## config.mk

```make
export PLATFORM = sky130hd
export DESIGN_NAME = dpma_host
export DESIGN_NICKNAME = d
export VERILOG_FILES = /design/src/shared/dpma_pkg.sv /design/src/rtl/dpma_host.sv
export SDC_FILE = /design/constraint.sdc
export NUM_CORES = 1
export LEC_CHECK = 0
export BUFFER_PORTS_ARGS = -buffer_cell sky130_fd_sc_hd__buf_2
export CAP_MARGIN = 20
export CORE_MARGIN = 2
export CORE_UTILIZATION = 45
export CTS_CLUSTER_SIZE = 28
export DETAILED_ROUTE_END_ITERATION = 12
export GPL_TIMING_DRIVEN = 0
export MAX_ROUTING_LAYER = met4
export PLACE_DENSITY_LB_ADDON = 0.08
export RECOVER_POWER = 50
export SYNTH_ARGS = -nofsm -noshare
export SYNTH_HDL_FRONTEND = slang
export SYNTH_SLANG_ARGS = --single-unit
export TNS_END_PERCENT = 30
```

## constraint.sdc

```tcl
create_clock -name clk_i -period 5.9 [get_ports clk_i]
set_input_delay 1.475 -clock clk_i [delete_from_list [all_inputs] [get_ports clk_i]]
set_output_delay 1.475 -clock clk_i [all_outputs]
set_load 0.005 [all_outputs]
```

## src/shared/dpma_pkg.sv

```systemverilog
// Constants, register map and carrier types for the dual-port mailbox host controller.
// Assumes one 100 MHz clock and an asynchronous dual-port memory port on the pins.
package dpma_pkg;

    // ------------------------------------------------------------
    // Timing
    // ------------------------------------------------------------
    localparam int unsigned CLK_PERIOD_NS = 10;
    localparam int unsigned T_SETUP_NS    = 20;
    // Covers slowest access plus the two-flop data synchroniser
    localparam int unsigned T_STROBE_NS   = 80;
    localparam int unsigned T_HOLD_NS     = 10;
    localparam logic [3:0] SETUP_CYC  = 4'((T_SETUP_NS + CLK_PERIOD_NS - 1) / CLK_PERIOD_NS);
    localparam logic [3:0] STROBE_CYC = 4'((T_STROBE_NS + CLK_PERIOD_NS - 1) / CLK_PERIOD_NS);
    localparam logic [3:0] HOLD_CYC   = 4'((T_HOLD_NS + CLK_PERIOD_NS - 1) / CLK_PERIOD_NS);

    // ------------------------------------------------------------
    // Memory map of the device port
    // ------------------------------------------------------------
    localparam logic [15:0] LEFT_BOX_ADDR  = 16'hfffe;
    localparam logic [15:0] RIGHT_BOX_ADDR = 16'hffff;
    localparam int unsigned TOKEN_SEL_W    = 3;

    // ------------------------------------------------------------
    // Host registers (byte offsets) and fields
    // ------------------------------------------------------------
    localparam logic [7:0] REG_CTRL   = 8'h00;
    localparam logic [7:0] REG_ADDR   = 8'h04;
    localparam logic [7:0] REG_WDATA  = 8'h08;
    localparam logic [7:0] REG_RDATA  = 8'h0c;
    localparam logic [7:0] REG_STATUS = 8'h10;
    localparam int unsigned CTRL_START = 0;
    localparam int unsigned CTRL_WRITE = 1;
    localparam int unsigned CTRL_TOKEN = 2;
    localparam int unsigned STAT_ACTIVE = 0;
    localparam int unsigned STAT_MAIL   = 1;
    localparam int unsigned STAT_COLL   = 2;
    localparam int unsigned STAT_INIT   = 3;
    localparam logic [1:0] RESP_OKAY   = 2'h0;
    localparam logic [1:0] RESP_SLVERR = 2'h2;

    // ------------------------------------------------------------
    // Types
    // ------------------------------------------------------------
    typedef enum logic [2:0] {S_IDLE, S_SETUP, S_STROBE, S_HOLD, S_BLOCKED} dpma_state_t;

    typedef struct packed {
        logic        ce_n;
        logic        sem_n;
        logic        rw_n;
        logic        oe_n;
        logic        dq_oe_n;
        logic [15:0] addr;
        logic [7:0]  dq;
    } dpma_pins_t;

    localparam dpma_pins_t PIN_IDLE = '{ce_n: 1'b1, sem_n: 1'b1, rw_n: 1'b1, oe_n: 1'b1,
                                        dq_oe_n: 1'b1, addr: 16'h0000, dq: 8'h00};

    typedef struct packed {
        dpma_state_t state;
        logic [3:0]  cnt;
        dpma_pins_t  pin;
        logic        start_pend;
        logic        init_pend;
        logic        op_wr;
        logic        op_tok;
        logic [15:0] op_addr;
        logic [7:0]  op_wdata;
        logic [7:0]  rdata;
        logic        col_seen;
        logic [7:0]  dq_s1;
        logic [7:0]  dq_s2;
        logic        col_s1;
        logic        col_s2;
        logic        flag_s1;
        logic        flag_s2;
        logic        aw_got;
        logic [7:0]  aw_addr;
        logic        w_got;
        logic [31:0] wdata;
        logic [3:0]  wstrb;
        logic        awready;
        logic        wready;
        logic        bvalid;
        logic [1:0]  bresp;
        logic        arready;
        logic        rvalid;
        logic [1:0]  rresp;
        logic [31:0] rdata_bus;
    } dpma_host_t;

endpackage

```

## src/rtl/dpma_host.sv

```systemverilog
// Host controller for one port of the dual-port mailbox memory, ordered over AXI4-Lite.
// Assumes an asynchronous device port on the pins and a single 100 MHz clock.
`timescale 1ns/1ps
module dpma_host #(
    parameter bit LEFT_SIDE = 1'b1
) (
    input  wire logic        clk_i,
    input  wire logic        rst_i,
    input  wire logic        s_axil_awvalid_i,
    output logic             s_axil_awready_o,
    input  wire logic [7:0]  s_axil_awaddr_i,
    input  wire logic        s_axil_wvalid_i,
    output logic             s_axil_wready_o,
    input  wire logic [31:0] s_axil_wdata_i,
    input  wire logic [3:0]  s_axil_wstrb_i,
    output logic             s_axil_bvalid_o,
    input  wire logic        s_axil_bready_i,
    output logic [1:0]       s_axil_bresp_o,
    input  wire logic        s_axil_arvalid_i,
    output logic             s_axil_arready_o,
    input  wire logic [7:0]  s_axil_araddr_i,
    output logic             s_axil_rvalid_o,
    input  wire logic        s_axil_rready_i,
    output logic [31:0]      s_axil_rdata_o,
    output logic [1:0]       s_axil_rresp_o,
    output logic             chip_enable_n_o,
    output logic             token_select_n_o,
    output logic             rw_n_o,
    output logic             oe_n_o,
    output logic [15:0]      addr_o,
    output logic [7:0]       dq_o,
    output logic             dq_oe_n_o,
    input  wire logic [7:0]  dq_i,
    input  wire logic        collision_n_i,
    input  wire logic        mailbox_flag_n_i
);

    localparam logic [15:0] OWN_BOX = LEFT_SIDE ? dpma_pkg::LEFT_BOX_ADDR
                                                : dpma_pkg::RIGHT_BOX_ADDR;

    dpma_pkg::dpma_host_t q;
    dpma_pkg::dpma_host_t n;
    logic [31:0]          rd_mux;

    // ------------------------------------------------------------
    // Register read decode
    // ------------------------------------------------------------
    always_comb begin
        rd_mux = 32'h0000_0000;
        case (s_axil_araddr_i)
            dpma_pkg::REG_CTRL:  rd_mux = {29'h0, q.op_tok, q.op_wr, q.start_pend};
            dpma_pkg::REG_ADDR:  rd_mux = {16'h0, q.op_addr};
            dpma_pkg::REG_WDATA: rd_mux = {24'h0, q.op_wdata};
            dpma_pkg::REG_RDATA: rd_mux = {24'h0, q.rdata};
            dpma_pkg::REG_STATUS: begin
                rd_mux[dpma_pkg::STAT_ACTIVE] = (q.state != dpma_pkg::S_IDLE) | q.start_pend;
                rd_mux[dpma_pkg::STAT_MAIL]   = ~q.flag_s2;
                rd_mux[dpma_pkg::STAT_COLL]   = q.col_seen;
                rd_mux[dpma_pkg::STAT_INIT]   = ~q.init_pend;
            end
            default: rd_mux = 32'h0000_0000;
        endcase
    end

    // ------------------------------------------------------------
    // Next state
    // ------------------------------------------------------------
    always_comb begin
        n = q;
        // Pins come from another domain: two flops before use
        n.dq_s1   = dq_i;
        n.dq_s2   = q.dq_s1;
        n.col_s1  = collision_n_i;
        n.col_s2  = q.col_s1;
        n.flag_s1 = mailbox_flag_n_i;
        n.flag_s2 = q.flag_s1;

        // AXI write channels, taken in either order
        if (q.bvalid && s_axil_bready_i) begin
            n.bvalid = 1'b0;
        end
        if (s_axil_awvalid_i && q.awready) begin
            n.aw_got  = 1'b1;
            n.aw_addr = s_axil_awaddr_i;
        end
        if (s_axil_wvalid_i && q.wready) begin
            n.w_got = 1'b1;
            n.wdata = s_axil_wdata_i;
            n.wstrb = s_axil_wstrb_i;
        end
        if (q.aw_got && q.w_got) begin
            n.aw_got = 1'b0;
            n.w_got  = 1'b0;
            n.bvalid = 1'b1;
            n.bresp  = dpma_pkg::RESP_OKAY;
            case (q.aw_addr)
                dpma_pkg::REG_CTRL: begin
                    // A start while a cycle runs is dropped; software polls STATUS
                    if (q.wstrb[0] && q.wdata[dpma_pkg::CTRL_START] && !q.start_pend
                        && q.state == dpma_pkg::S_IDLE) begin
                        n.start_pend = 1'b1;
                        n.op_wr      = q.wdata[dpma_pkg::CTRL_WRITE];
                        n.op_tok     = q.wdata[dpma_pkg::CTRL_TOKEN];
                    end
                end
                dpma_pkg::REG_ADDR: begin
                    if (q.wstrb[0]) n.op_addr[7:0]  = q.wdata[7:0];
                    if (q.wstrb[1]) n.op_addr[15:8] = q.wdata[15:8];
                end
                dpma_pkg::REG_WDATA: begin
                    if (q.wstrb[0]) n.op_wdata = q.wdata[7:0];
                end
                dpma_pkg::REG_RDATA: ;
                dpma_pkg::REG_STATUS: begin
                    if (q.wstrb[0] && q.wdata[dpma_pkg::STAT_COLL]) n.col_seen = 1'b0;
                end
                default: n.bresp = dpma_pkg::RESP_SLVERR;
            endcase
        end

        // AXI read channel
        if (q.rvalid && s_axil_rready_i) begin
            n.rvalid = 1'b0;
        end
        if (s_axil_arvalid_i && q.arready) begin
            n.rvalid    = 1'b1;
            n.rdata_bus = rd_mux;
            n.rresp     = (s_axil_araddr_i <= dpma_pkg::REG_STATUS && s_axil_araddr_i[1:0] == 2'h0)
                          ? dpma_pkg::RESP_OKAY : dpma_pkg::RESP_SLVERR;
        end

        // Port sequencer; collision sets below win over the software clear above
        case (q.state)
            dpma_pkg::S_IDLE: begin
                if (q.init_pend || q.start_pend) begin
                    n.pin = dpma_pkg::PIN_IDLE;
                    if (q.init_pend) begin
                        // Read own mailbox once so its flag starts inactive
                        n.op_wr   = 1'b0;
                        n.op_tok  = 1'b0;
                        n.pin.addr = OWN_BOX;
                        n.pin.ce_n = 1'b0;
                    end else if (q.op_tok) begin
                        // Token space: chip enable high, select low, A2..A0 only
                        n.pin.sem_n = 1'b0;
                        n.pin.addr  = {13'h0000, q.op_addr[dpma_pkg::TOKEN_SEL_W-1:0]};
                        n.pin.dq    = {7'h00, q.op_wdata[0]};
                    end else begin
                        n.pin.ce_n = 1'b0;
                        n.pin.addr = q.op_addr;
                        n.pin.dq   = q.op_wdata;
                    end
                    n.pin.dq_oe_n = ~(q.op_wr & ~q.init_pend);
                    n.start_pend  = q.init_pend ? q.start_pend : 1'b0;
                    n.cnt         = dpma_pkg::SETUP_CYC - 4'h1;
                    n.state       = dpma_pkg::S_SETUP;
                end
            end
            dpma_pkg::S_SETUP: begin
                // Address and enable held steady before any strobe
                if (q.cnt != 4'h0) begin
                    n.cnt = q.cnt - 4'h1;
                end else if (q.op_wr && !q.op_tok && !q.col_s2) begin
                    n.col_seen = 1'b1;
                    n.state    = dpma_pkg::S_BLOCKED;
                end else begin
                    n.pin.rw_n = ~q.op_wr;
                    n.pin.oe_n = q.op_wr;
                    n.cnt      = dpma_pkg::STROBE_CYC - 4'h1;
                    n.state    = dpma_pkg::S_STROBE;
                end
            end
            dpma_pkg::S_STROBE: begin
                if (!q.op_tok && !q.col_s2) n.col_seen = 1'b1;
                if (q.op_wr && !q.op_tok && !q.col_s2) begin
                    // The device drops this write, so stop and retry later
                    n.pin.rw_n = 1'b1;
                    n.state    = dpma_pkg::S_BLOCKED;
                end else if (q.cnt != 4'h0) begin
                    n.cnt = q.cnt - 4'h1;
                end else begin
                    n.pin.rw_n = 1'b1;
                    n.pin.oe_n = 1'b1;
                    if (!q.op_wr) n.rdata = q.dq_s2;
                    n.cnt   = dpma_pkg::HOLD_CYC - 4'h1;
                    n.state = dpma_pkg::S_HOLD;
                end
            end
            dpma_pkg::S_HOLD: begin
                if (q.cnt != 4'h0) begin
                    n.cnt = q.cnt - 4'h1;
                end else begin
                    n.pin       = dpma_pkg::PIN_IDLE;
                    n.init_pend = 1'b0;
                    n.state     = dpma_pkg::S_IDLE;
                end
            end
            dpma_pkg::S_BLOCKED: begin
                // Wait for the single collision line (ANDed array-wide if expanded)
                if (q.col_s2) begin
                    n.cnt   = dpma_pkg::SETUP_CYC - 4'h1;
                    n.state = dpma_pkg::S_SETUP;
                end
            end
            default: begin
                n.pin   = dpma_pkg::PIN_IDLE;
                n.state = dpma_pkg::S_IDLE;
            end
        endcase

        n.awready = ~n.aw_got & ~n.bvalid;
        n.wready  = ~n.w_got & ~n.bvalid;
        n.arready = ~n.rvalid;
    end

    always_ff @(posedge clk_i) begin
        if (rst_i) begin
            q           <= '0;
            q.pin       <= dpma_pkg::PIN_IDLE;
            q.init_pend <= 1'b1;
            q.col_s1    <= 1'b1;
            q.col_s2    <= 1'b1;
            q.flag_s1   <= 1'b1;
            q.flag_s2   <= 1'b1;
        end else begin
            q <= n;
        end
    end

    assign s_axil_awready_o = q.awready;
    assign s_axil_wready_o  = q.wready;
    assign s_axil_bvalid_o  = q.bvalid;
    assign s_axil_bresp_o   = q.bresp;
    assign s_axil_arready_o = q.arready;
    assign s_axil_rvalid_o  = q.rvalid;
    assign s_axil_rdata_o   = q.rdata_bus;
    assign s_axil_rresp_o   = q.rresp;
    assign chip_enable_n_o  = q.pin.ce_n;
    assign token_select_n_o = q.pin.sem_n;
    assign rw_n_o           = q.pin.rw_n;
    assign oe_n_o           = q.pin.oe_n;
    assign addr_o           = q.pin.addr;
    assign dq_o             = q.pin.dq;
    assign dq_oe_n_o        = q.pin.dq_oe_n;
endmodule

```

Word-level counts from Yosys, hierarchy flattened --
Cells that the tools add are included.
Cells by class: add/sub/neg operators 1, $lt $le $gt $ge 1, equality and inequality tests 23, multiplexer cells 65, bitwise gates (word level) 16, reduce and logical (&&, ||, !) cells 37
Operators with widths (number):
- $pmux W25 S3 | 1
- $mux W37 | 2
- $mux W8 | 5
- $pmux W4 S5 | 2
- $pmux W12 S3 | 1
- $mux W35 | 1
- $eq A8 B4 Y1 const B | 4
- $mux W16 | 2
- $mux W29 | 1
- $mux W26 | 1
- $mux W24 | 1
- $mux W1 | 21
- $mux W2 | 10
- $mux W4 | 5
- $mux W3 | 6
- $eq A8 B3 Y1 const B | 2
- $eq A8 B5 Y1 const B | 2
- $logic_not A8 Y1 | 2
- $pmux W3 S5 | 1
- $logic_and A1 B1 Y1 | 14
- $ne A2 B2 Y1 const B | 7
- $not A1 Y1 | 12
- $reduce_and A3 Y1 | 4
- $reduce_and A6 Y1 | 2
- other kinds (27) | 34
Storage, ports and cells: flip-flop bits (word level) 180, output and inout bits 70, logic and storage cells 180

Depth between registers and ports, before layout --
word-level depth 9, gate-level depth with buffers 8

Least setup slack after synthesis --
Ideal clock, no wire load.
path kind input -> register, from input port s_axil_araddr_i[5], to register q, in the netlist s_axil_rdata_o[10], arrival time 2.777 ns, slack 3.056 ns, cell stages on the path 4, path through or4_1 -> nor4_2 -> a22oi_1 -> nor2_1
Between the ends: longest elaborated chain between the ends 2
Ends and longest elaborated chain:
- start, declared | RTL line dpma_host.sv:21 | input wire logic [7:0] s_axil_araddr_i,
- $eq A8 B4 Y1 or $eq A8 B3 Y1 (tied branches) | RTL line dpma_host.sv:50 | case (s_axil_araddr_i)
- $pmux W12 S3 (*) | RTL line dpma_host.sv:50
- end signal, assigned | RTL line dpma_host.sv:226 | q <= n;
- end, declared | RTL line dpma_host.sv:41 | dpma_pkg::dpma_host_t q;
Every way passes the cells marked *; elsewhere a longest branch is shown, timed or not. A chain may end at the register's enable or synchronous reset.

Worst setup path in the final report --
from input port rst_i, to register q[129] (netlist bit)
RTL lines:
- start, declared | RTL line dpma_host.sv:8 | input wire logic rst_i,
No word-level cell between the ends.

==> impl_metrics.xml <==
<?xml version="1.0" encoding="UTF-8"?>
<metrics>
  <group name="cells_and_area">
    <metric name="multiInputGateArea" unit="um2">2810</metric>
    <metric name="diodes_inserted" unit="">0</metric>
    <metric name="finalInstanceArea" unit="um2">7650</metric>
    <metric name="share_of_post_route_cells_with_drive_strength_above_1" unit="%">23.5</metric>
    <metric name="finalNetCount" unit="">903</metric>
    <metric name="fill_cells" unit="">1332</metric>
    <metric name="synthToLayoutAreaGrowth" unit="%">21.5</metric>
    <metric name="seqCellArea" unit="um2">2880</metric>
  </group>
  <group name="hold_path">
    <metric name="hold-path-cell-count" unit="">1</metric>
    <metric name="min-delay-start" unit="">n[89]$_SDFF_PP1_</metric>
    <metric name="timing.hold.worst.class" unit="">flip-flop to flip-flop</metric>
    <metric name="hold-path-endpoint" unit="">q[89]$_SDFF_PP1_</metric>
  </group>
  <group name="setup_path">
    <metric name="worstReg2RegEnd" unit="">addr_o[4]$_SDFFE_PP0P_</metric>
    <metric name="cp_data_required_time" unit="ps">6180</metric>
    <metric name="cpMostUsedCell" unit="">sky130_fd_sc_hd__clkbuf_1</metric>
    <metric name="cp-start-kind" unit="">input pin</metric>
    <metric name="cp-startpoint" unit="">rst_i</metric>
    <metric name="worst_path_max_delay_cell" unit="">sky130_fd_sc_hd__buf_1</metric>
    <metric name="cp.arrival" unit="ps">3320</metric>
    <metric name="cp.buffers_inverters" unit="">4</metric>
    <metric name="crit_path_max_fanout" unit="">10</metric>
    <metric name="cp.depth" unit="">5</metric>
    <metric name="crit_type" unit="">input pin to flip-flop</metric>
    <metric name="crit_path_cell_trace" unit="">clkbuf_1 &gt; clkbuf_1 &gt; clkbuf_1 &gt; buf_1 &gt; nor2_1</metric>
    <metric name="reg2reg_from" unit="">q[173]$_SDFFE_PP0P_</metric>
    <metric name="reg2reg_setup_slack" unit="ps">3330</metric>
    <metric name="cp_top_family" unit="">buffers and inverters</metric>
    <metric name="worstRegToRegCells" unit="">8</metric>
    <metric name="endpoint_kind" unit="">flip-flop</metric>
    <metric name="max_stage_delay" unit="ps">580</metric>
  </group>
  <group name="timing">
    <metric name="setup_viol" unit="">0</metric>
    <metric name="grt_setup_unrepaired" unit="">no</metric>
    <metric name="fin_skew" unit="ps">9.23</metric>
    <metric name="measured_slew_at_the_worst_slew_check_pin" unit="ps">863</metric>
    <metric name="slew-limit-headroom" unit="%">42.0</metric>
    <metric name="fmax" unit="MHz">329</metric>
    <metric name="timing_max_transition_violations_final" unit="">0</metric>
    <metric name="setup_tns" unit="ps">0</metric>
    <metric name="timing.final.crit_period" unit="ps">3040</metric>
    <metric name="hold_viol_final" unit="">0</metric>
    <metric name="min_period_over_period" unit="%">51.5</metric>
  </group>
  <group name="synthesis">
    <metric name="ys_types" unit="">66</metric>
    <metric name="synth.top_cells.by_count" unit="">sky130_fd_sc_hd__dfxtp_1, sky130_fd_sc_hd__nand2_1, sky130_fd_sc_hd__a21oi_1</metric>
    <metric name="mappedNetlistArea" unit="um2">6300</metric>
    <metric name="synth-async-reset-ratio" unit="%">0</metric>
    <metric name="yosys_register_bits" unit="">144</metric>
    <metric name="synth-seq-area-share" unit="%">45.8</metric>
    <metric name="synth_edf_count" unit="">0</metric>
    <metric name="synth.top_cell.area_share" unit="%">45.8</metric>
    <metric name="netlist_top_cells_area" unit="">sky130_fd_sc_hd__dfxtp_1, sky130_fd_sc_hd__buf_4, sky130_fd_sc_hd__a21oi_1, sky130_fd_sc_hd__mux2i_1, sky130_fd_sc_hd__nand2_1</metric>
    <metric name="synth_warnings" unit="">0</metric>
    <metric name="synth_area_per_cell" unit="um2">9.03</metric>
    <metric name="synthCells" unit="">697</metric>
    <metric name="most_used_standard_cell_by_instance_count_after_synthesis" unit="">sky130_fd_sc_hd__dfxtp_1</metric>
    <metric name="synth.largest_area_cell" unit="">sky130_fd_sc_hd__dfxtp_1</metric>
    <metric name="synth-main-ff-cell" unit="">sky130_fd_sc_hd__dfxtp_1</metric>
  </group>
  <group name="floorplanning">
    <metric name="dieArea" unit="um2">15000</metric>
    <metric name="floorplan.io_pins" unit="">139</metric>
    <metric name="initial_utilization" unit="%">45.7</metric>
    <metric name="num_rows" unit="">43</metric>
    <metric name="core_area" unit="um2">13800</metric>
    <metric name="die_h" unit="um">122</metric>
    <metric name="die_width" unit="um">122</metric>
  </group>
  <group name="run">
    <metric name="max-cap-violations" unit="">0</metric>
  </group>
  <group name="drt">
    <metric name="drt_iter0_markers" unit="">315</metric>
    <metric name="vias_per_cell" unit="">5.33</metric>
    <metric name="wirelength" unit="um">16700</metric>
    <metric name="dr_total_vias" unit="">5465</metric>
    <metric name="routed_wire_length_per_instance" unit="um">16.3</metric>
    <metric name="post_route_drc_violation_count" unit="">0</metric>
    <metric name="drtPass1Iterations" unit="">5</metric>
    <metric name="drtAntennaViolNets" unit="">0</metric>
  </group>
  <group name="global_route">
    <metric name="antenna_found_initial" unit="">0</metric>
    <metric name="globalRouteOverflowTotal" unit="">0</metric>
    <metric name="grt_max_degree" unit="">17</metric>
    <metric name="first_pass_grt_wire_length" unit="um">26200</metric>
    <metric name="first_global_vias" unit="">5066</metric>
    <metric name="grt_use_total" unit="%">23.4</metric>
  </group>
  <group name="placement">
    <metric name="place_congestion" unit="">0.887</metric>
    <metric name="dpl.hpwl" unit="um">12600</metric>
    <metric name="placedInstanceArea" unit="um2">7090</metric>
    <metric name="port_buffers" unit="">100</metric>
  </group>
  <group name="cts">
    <metric name="clk_transition_reported_paths" unit="ps">60</metric>
    <metric name="cts_buffer_depth" unit="">2</metric>
    <metric name="tritoncts.num_buffers" unit="">17</metric>
    <metric name="cts.sinks" unit="">144</metric>
    <metric name="cts_hold_buffers" unit="">0</metric>
    <metric name="cts.repair.resized" unit="">0</metric>
    <metric name="htree_levels" unit="">4</metric>
    <metric name="post_cts_buffers" unit="">0</metric>
    <metric name="tritoncts" unit="">built</metric>
    <metric name="clkLatencyLatePin" unit="ps">420</metric>
    <metric name="clk_root_buf" unit="">sky130_fd_sc_hd__clkbuf_16</metric>
  </group>
  <group name="pwr">
    <metric name="power_leakage" unit="nW">3.07</metric>
    <metric name="power-per-cell-area" unit="nW/um2">366</metric>
    <metric name="vdd_ir_drop_max" unit="mV">0.171</metric>
  </group>
  <group name="status">
    <metric name="run_status" unit="">finished, final reports clean</metric>
  </group>
</metrics>
final cells by class:
class                      instances  share of cell area (%)
sequential                       144                    37.7
multi-input combinational        453                    36.7
buffer                           107                    8.24
timing repair buffer             100                    6.20
clock buffer                      19                    5.79
tap                              180                    2.94
clock inverter                    13                    2.03
inverter                          10                   0.490
sequential cells by signal (all words and copies together) (netlist names), 8 cells and up:
register and count:
q 82, addr_o 16, s_axil_rdata_o 16, n 10, dq_o 8
per-stage QoR:
step / util, % / hold slack, ps / power (mW) / worst slack, ps / cells
floorplan: - / 389 / 1.56 / 3060 / 714
global placement: 51.5 / 401 / 1.75 / 2390 / 994
detailed placement: 51.5 / 408 / 1.76 / 2430 / 994
CTS: 55.8 / 426 / 2.83 / 2860 / 1026
global route: 55.6 / 429 / 2.94 / 2720 / 1026
finish: 55.6 / 419 / 2.80 / 2860 / 1026
worst register-to-register path: stages (launching register included):
cell and delay [ps]:
sky130_fd_sc_hd__dfxtp_1 360, sky130_fd_sc_hd__inv_1 70, sky130_fd_sc_hd__ha_1 260, sky130_fd_sc_hd__nand4bb_1 120
sky130_fd_sc_hd__clkbuf_1 310, sky130_fd_sc_hd__a21oi_1 220, sky130_fd_sc_hd__nor3_1 570, sky130_fd_sc_hd__clkbuf_1 440
sky130_fd_sc_hd__o2bb2ai_1 170
kinds of logic after synthesis:
family | count (synthesis) | share of synthesized area (%)
and+or+nand+nor | 237 | 20.0
AOI/OAI and AO/OA | 158 | 16.6
DFF | 144 | 45.8
buffers and inverters | 117 | 10.6
muxes | 39 | 6.74
adders and majority gates | 1 | 0.199
other | 1 | 0.0595
cells in the final DEF (no fill, tap or decap), types with 4 or more instances in the layout:
cell                        Yosys  final
sky130_fd_sc_hd__clkbuf_4       0     24
sky130_fd_sc_hd__nand4b_1       9      9
sky130_fd_sc_hd__clkinv_4       0      4
sky130_fd_sc_hd__buf_4         60     36
sky130_fd_sc_hd__conb_1         1     18
sky130_fd_sc_hd__buf_1          6      6
sky130_fd_sc_hd__nand2_1       71     71
sky130_fd_sc_hd__buf_2          3     82
sky130_fd_sc_hd__dfxtp_1      144    144
sky130_fd_sc_hd__nand4_1        4      4
sky130_fd_sc_hd__nor2_1        56     56
sky130_fd_sc_hd__a21oi_1       62     62
sky130_fd_sc_hd__clkbuf_16      0     17
sky130_fd_sc_hd__o31ai_1       12     12
sky130_fd_sc_hd__mux2_2         7      7
sky130_fd_sc_hd__or2_2          5      5
sky130_fd_sc_hd__mux2i_1       30     30
sky130_fd_sc_hd__or3b_2         4      4
sky130_fd_sc_hd__o2bb2ai_1     15     15
sky130_fd_sc_hd__inv_1         10     10
sky130_fd_sc_hd__nand2b_1       6      6
sky130_fd_sc_hd__nor2b_1       25     25
sky130_fd_sc_hd__a22o_1        13     13
sky130_fd_sc_hd__o211ai_1       4      4
sky130_fd_sc_hd__nor4_1         9      9
sky130_fd_sc_hd__a22oi_1       12     12
sky130_fd_sc_hd__o21ai_0       14     14
sky130_fd_sc_hd__or3_1          4      4
sky130_fd_sc_hd__clkbuf_1      38     60
sky130_fd_sc_hd__nand3_1       10     10
sky130_fd_sc_hd__nor3_1        10     11
worst max-delay path by stage:
stage               slack, ps                              end
global route             2720           addr_o[5]$_SDFFE_PP0P_
finish                   2860              q[129]$_SDFFE_PP0P_
floorplan                3060  s_axil_rdata_o[10]$_SDFFE_PP0P_
detailed placement       2430  s_axil_rdata_o[15]$_SDFFE_PP0P_
global placement         2390       s_axil_bvalid_o$_SDFF_PP0_
CTS                      2860              q[115]$_SDFFE_PP0P_
per-layer routing:
| metal | global-route usage [%] | wire, um |
|---|---|---|
| met1 | 32.7 | 8080 |
| met2 | 34.7 | 7460 |
| met3 | 4.37 | 1020 |
| met4 | 6.39 | 147 |
| met5 | - | 0 |
power breakdown:
group | switching (mW) | internal [mW] | total [mW]
Sequential | 0.0660 | 1.07 | 1.13
Clock | 0.432 | 0.643 | 1.08
Combinational | 0.327 | 0.266 | 0.593
Total | 0.824 | 1.98 | 2.80
No activity file was read; power rests on OpenSTA's default activity.
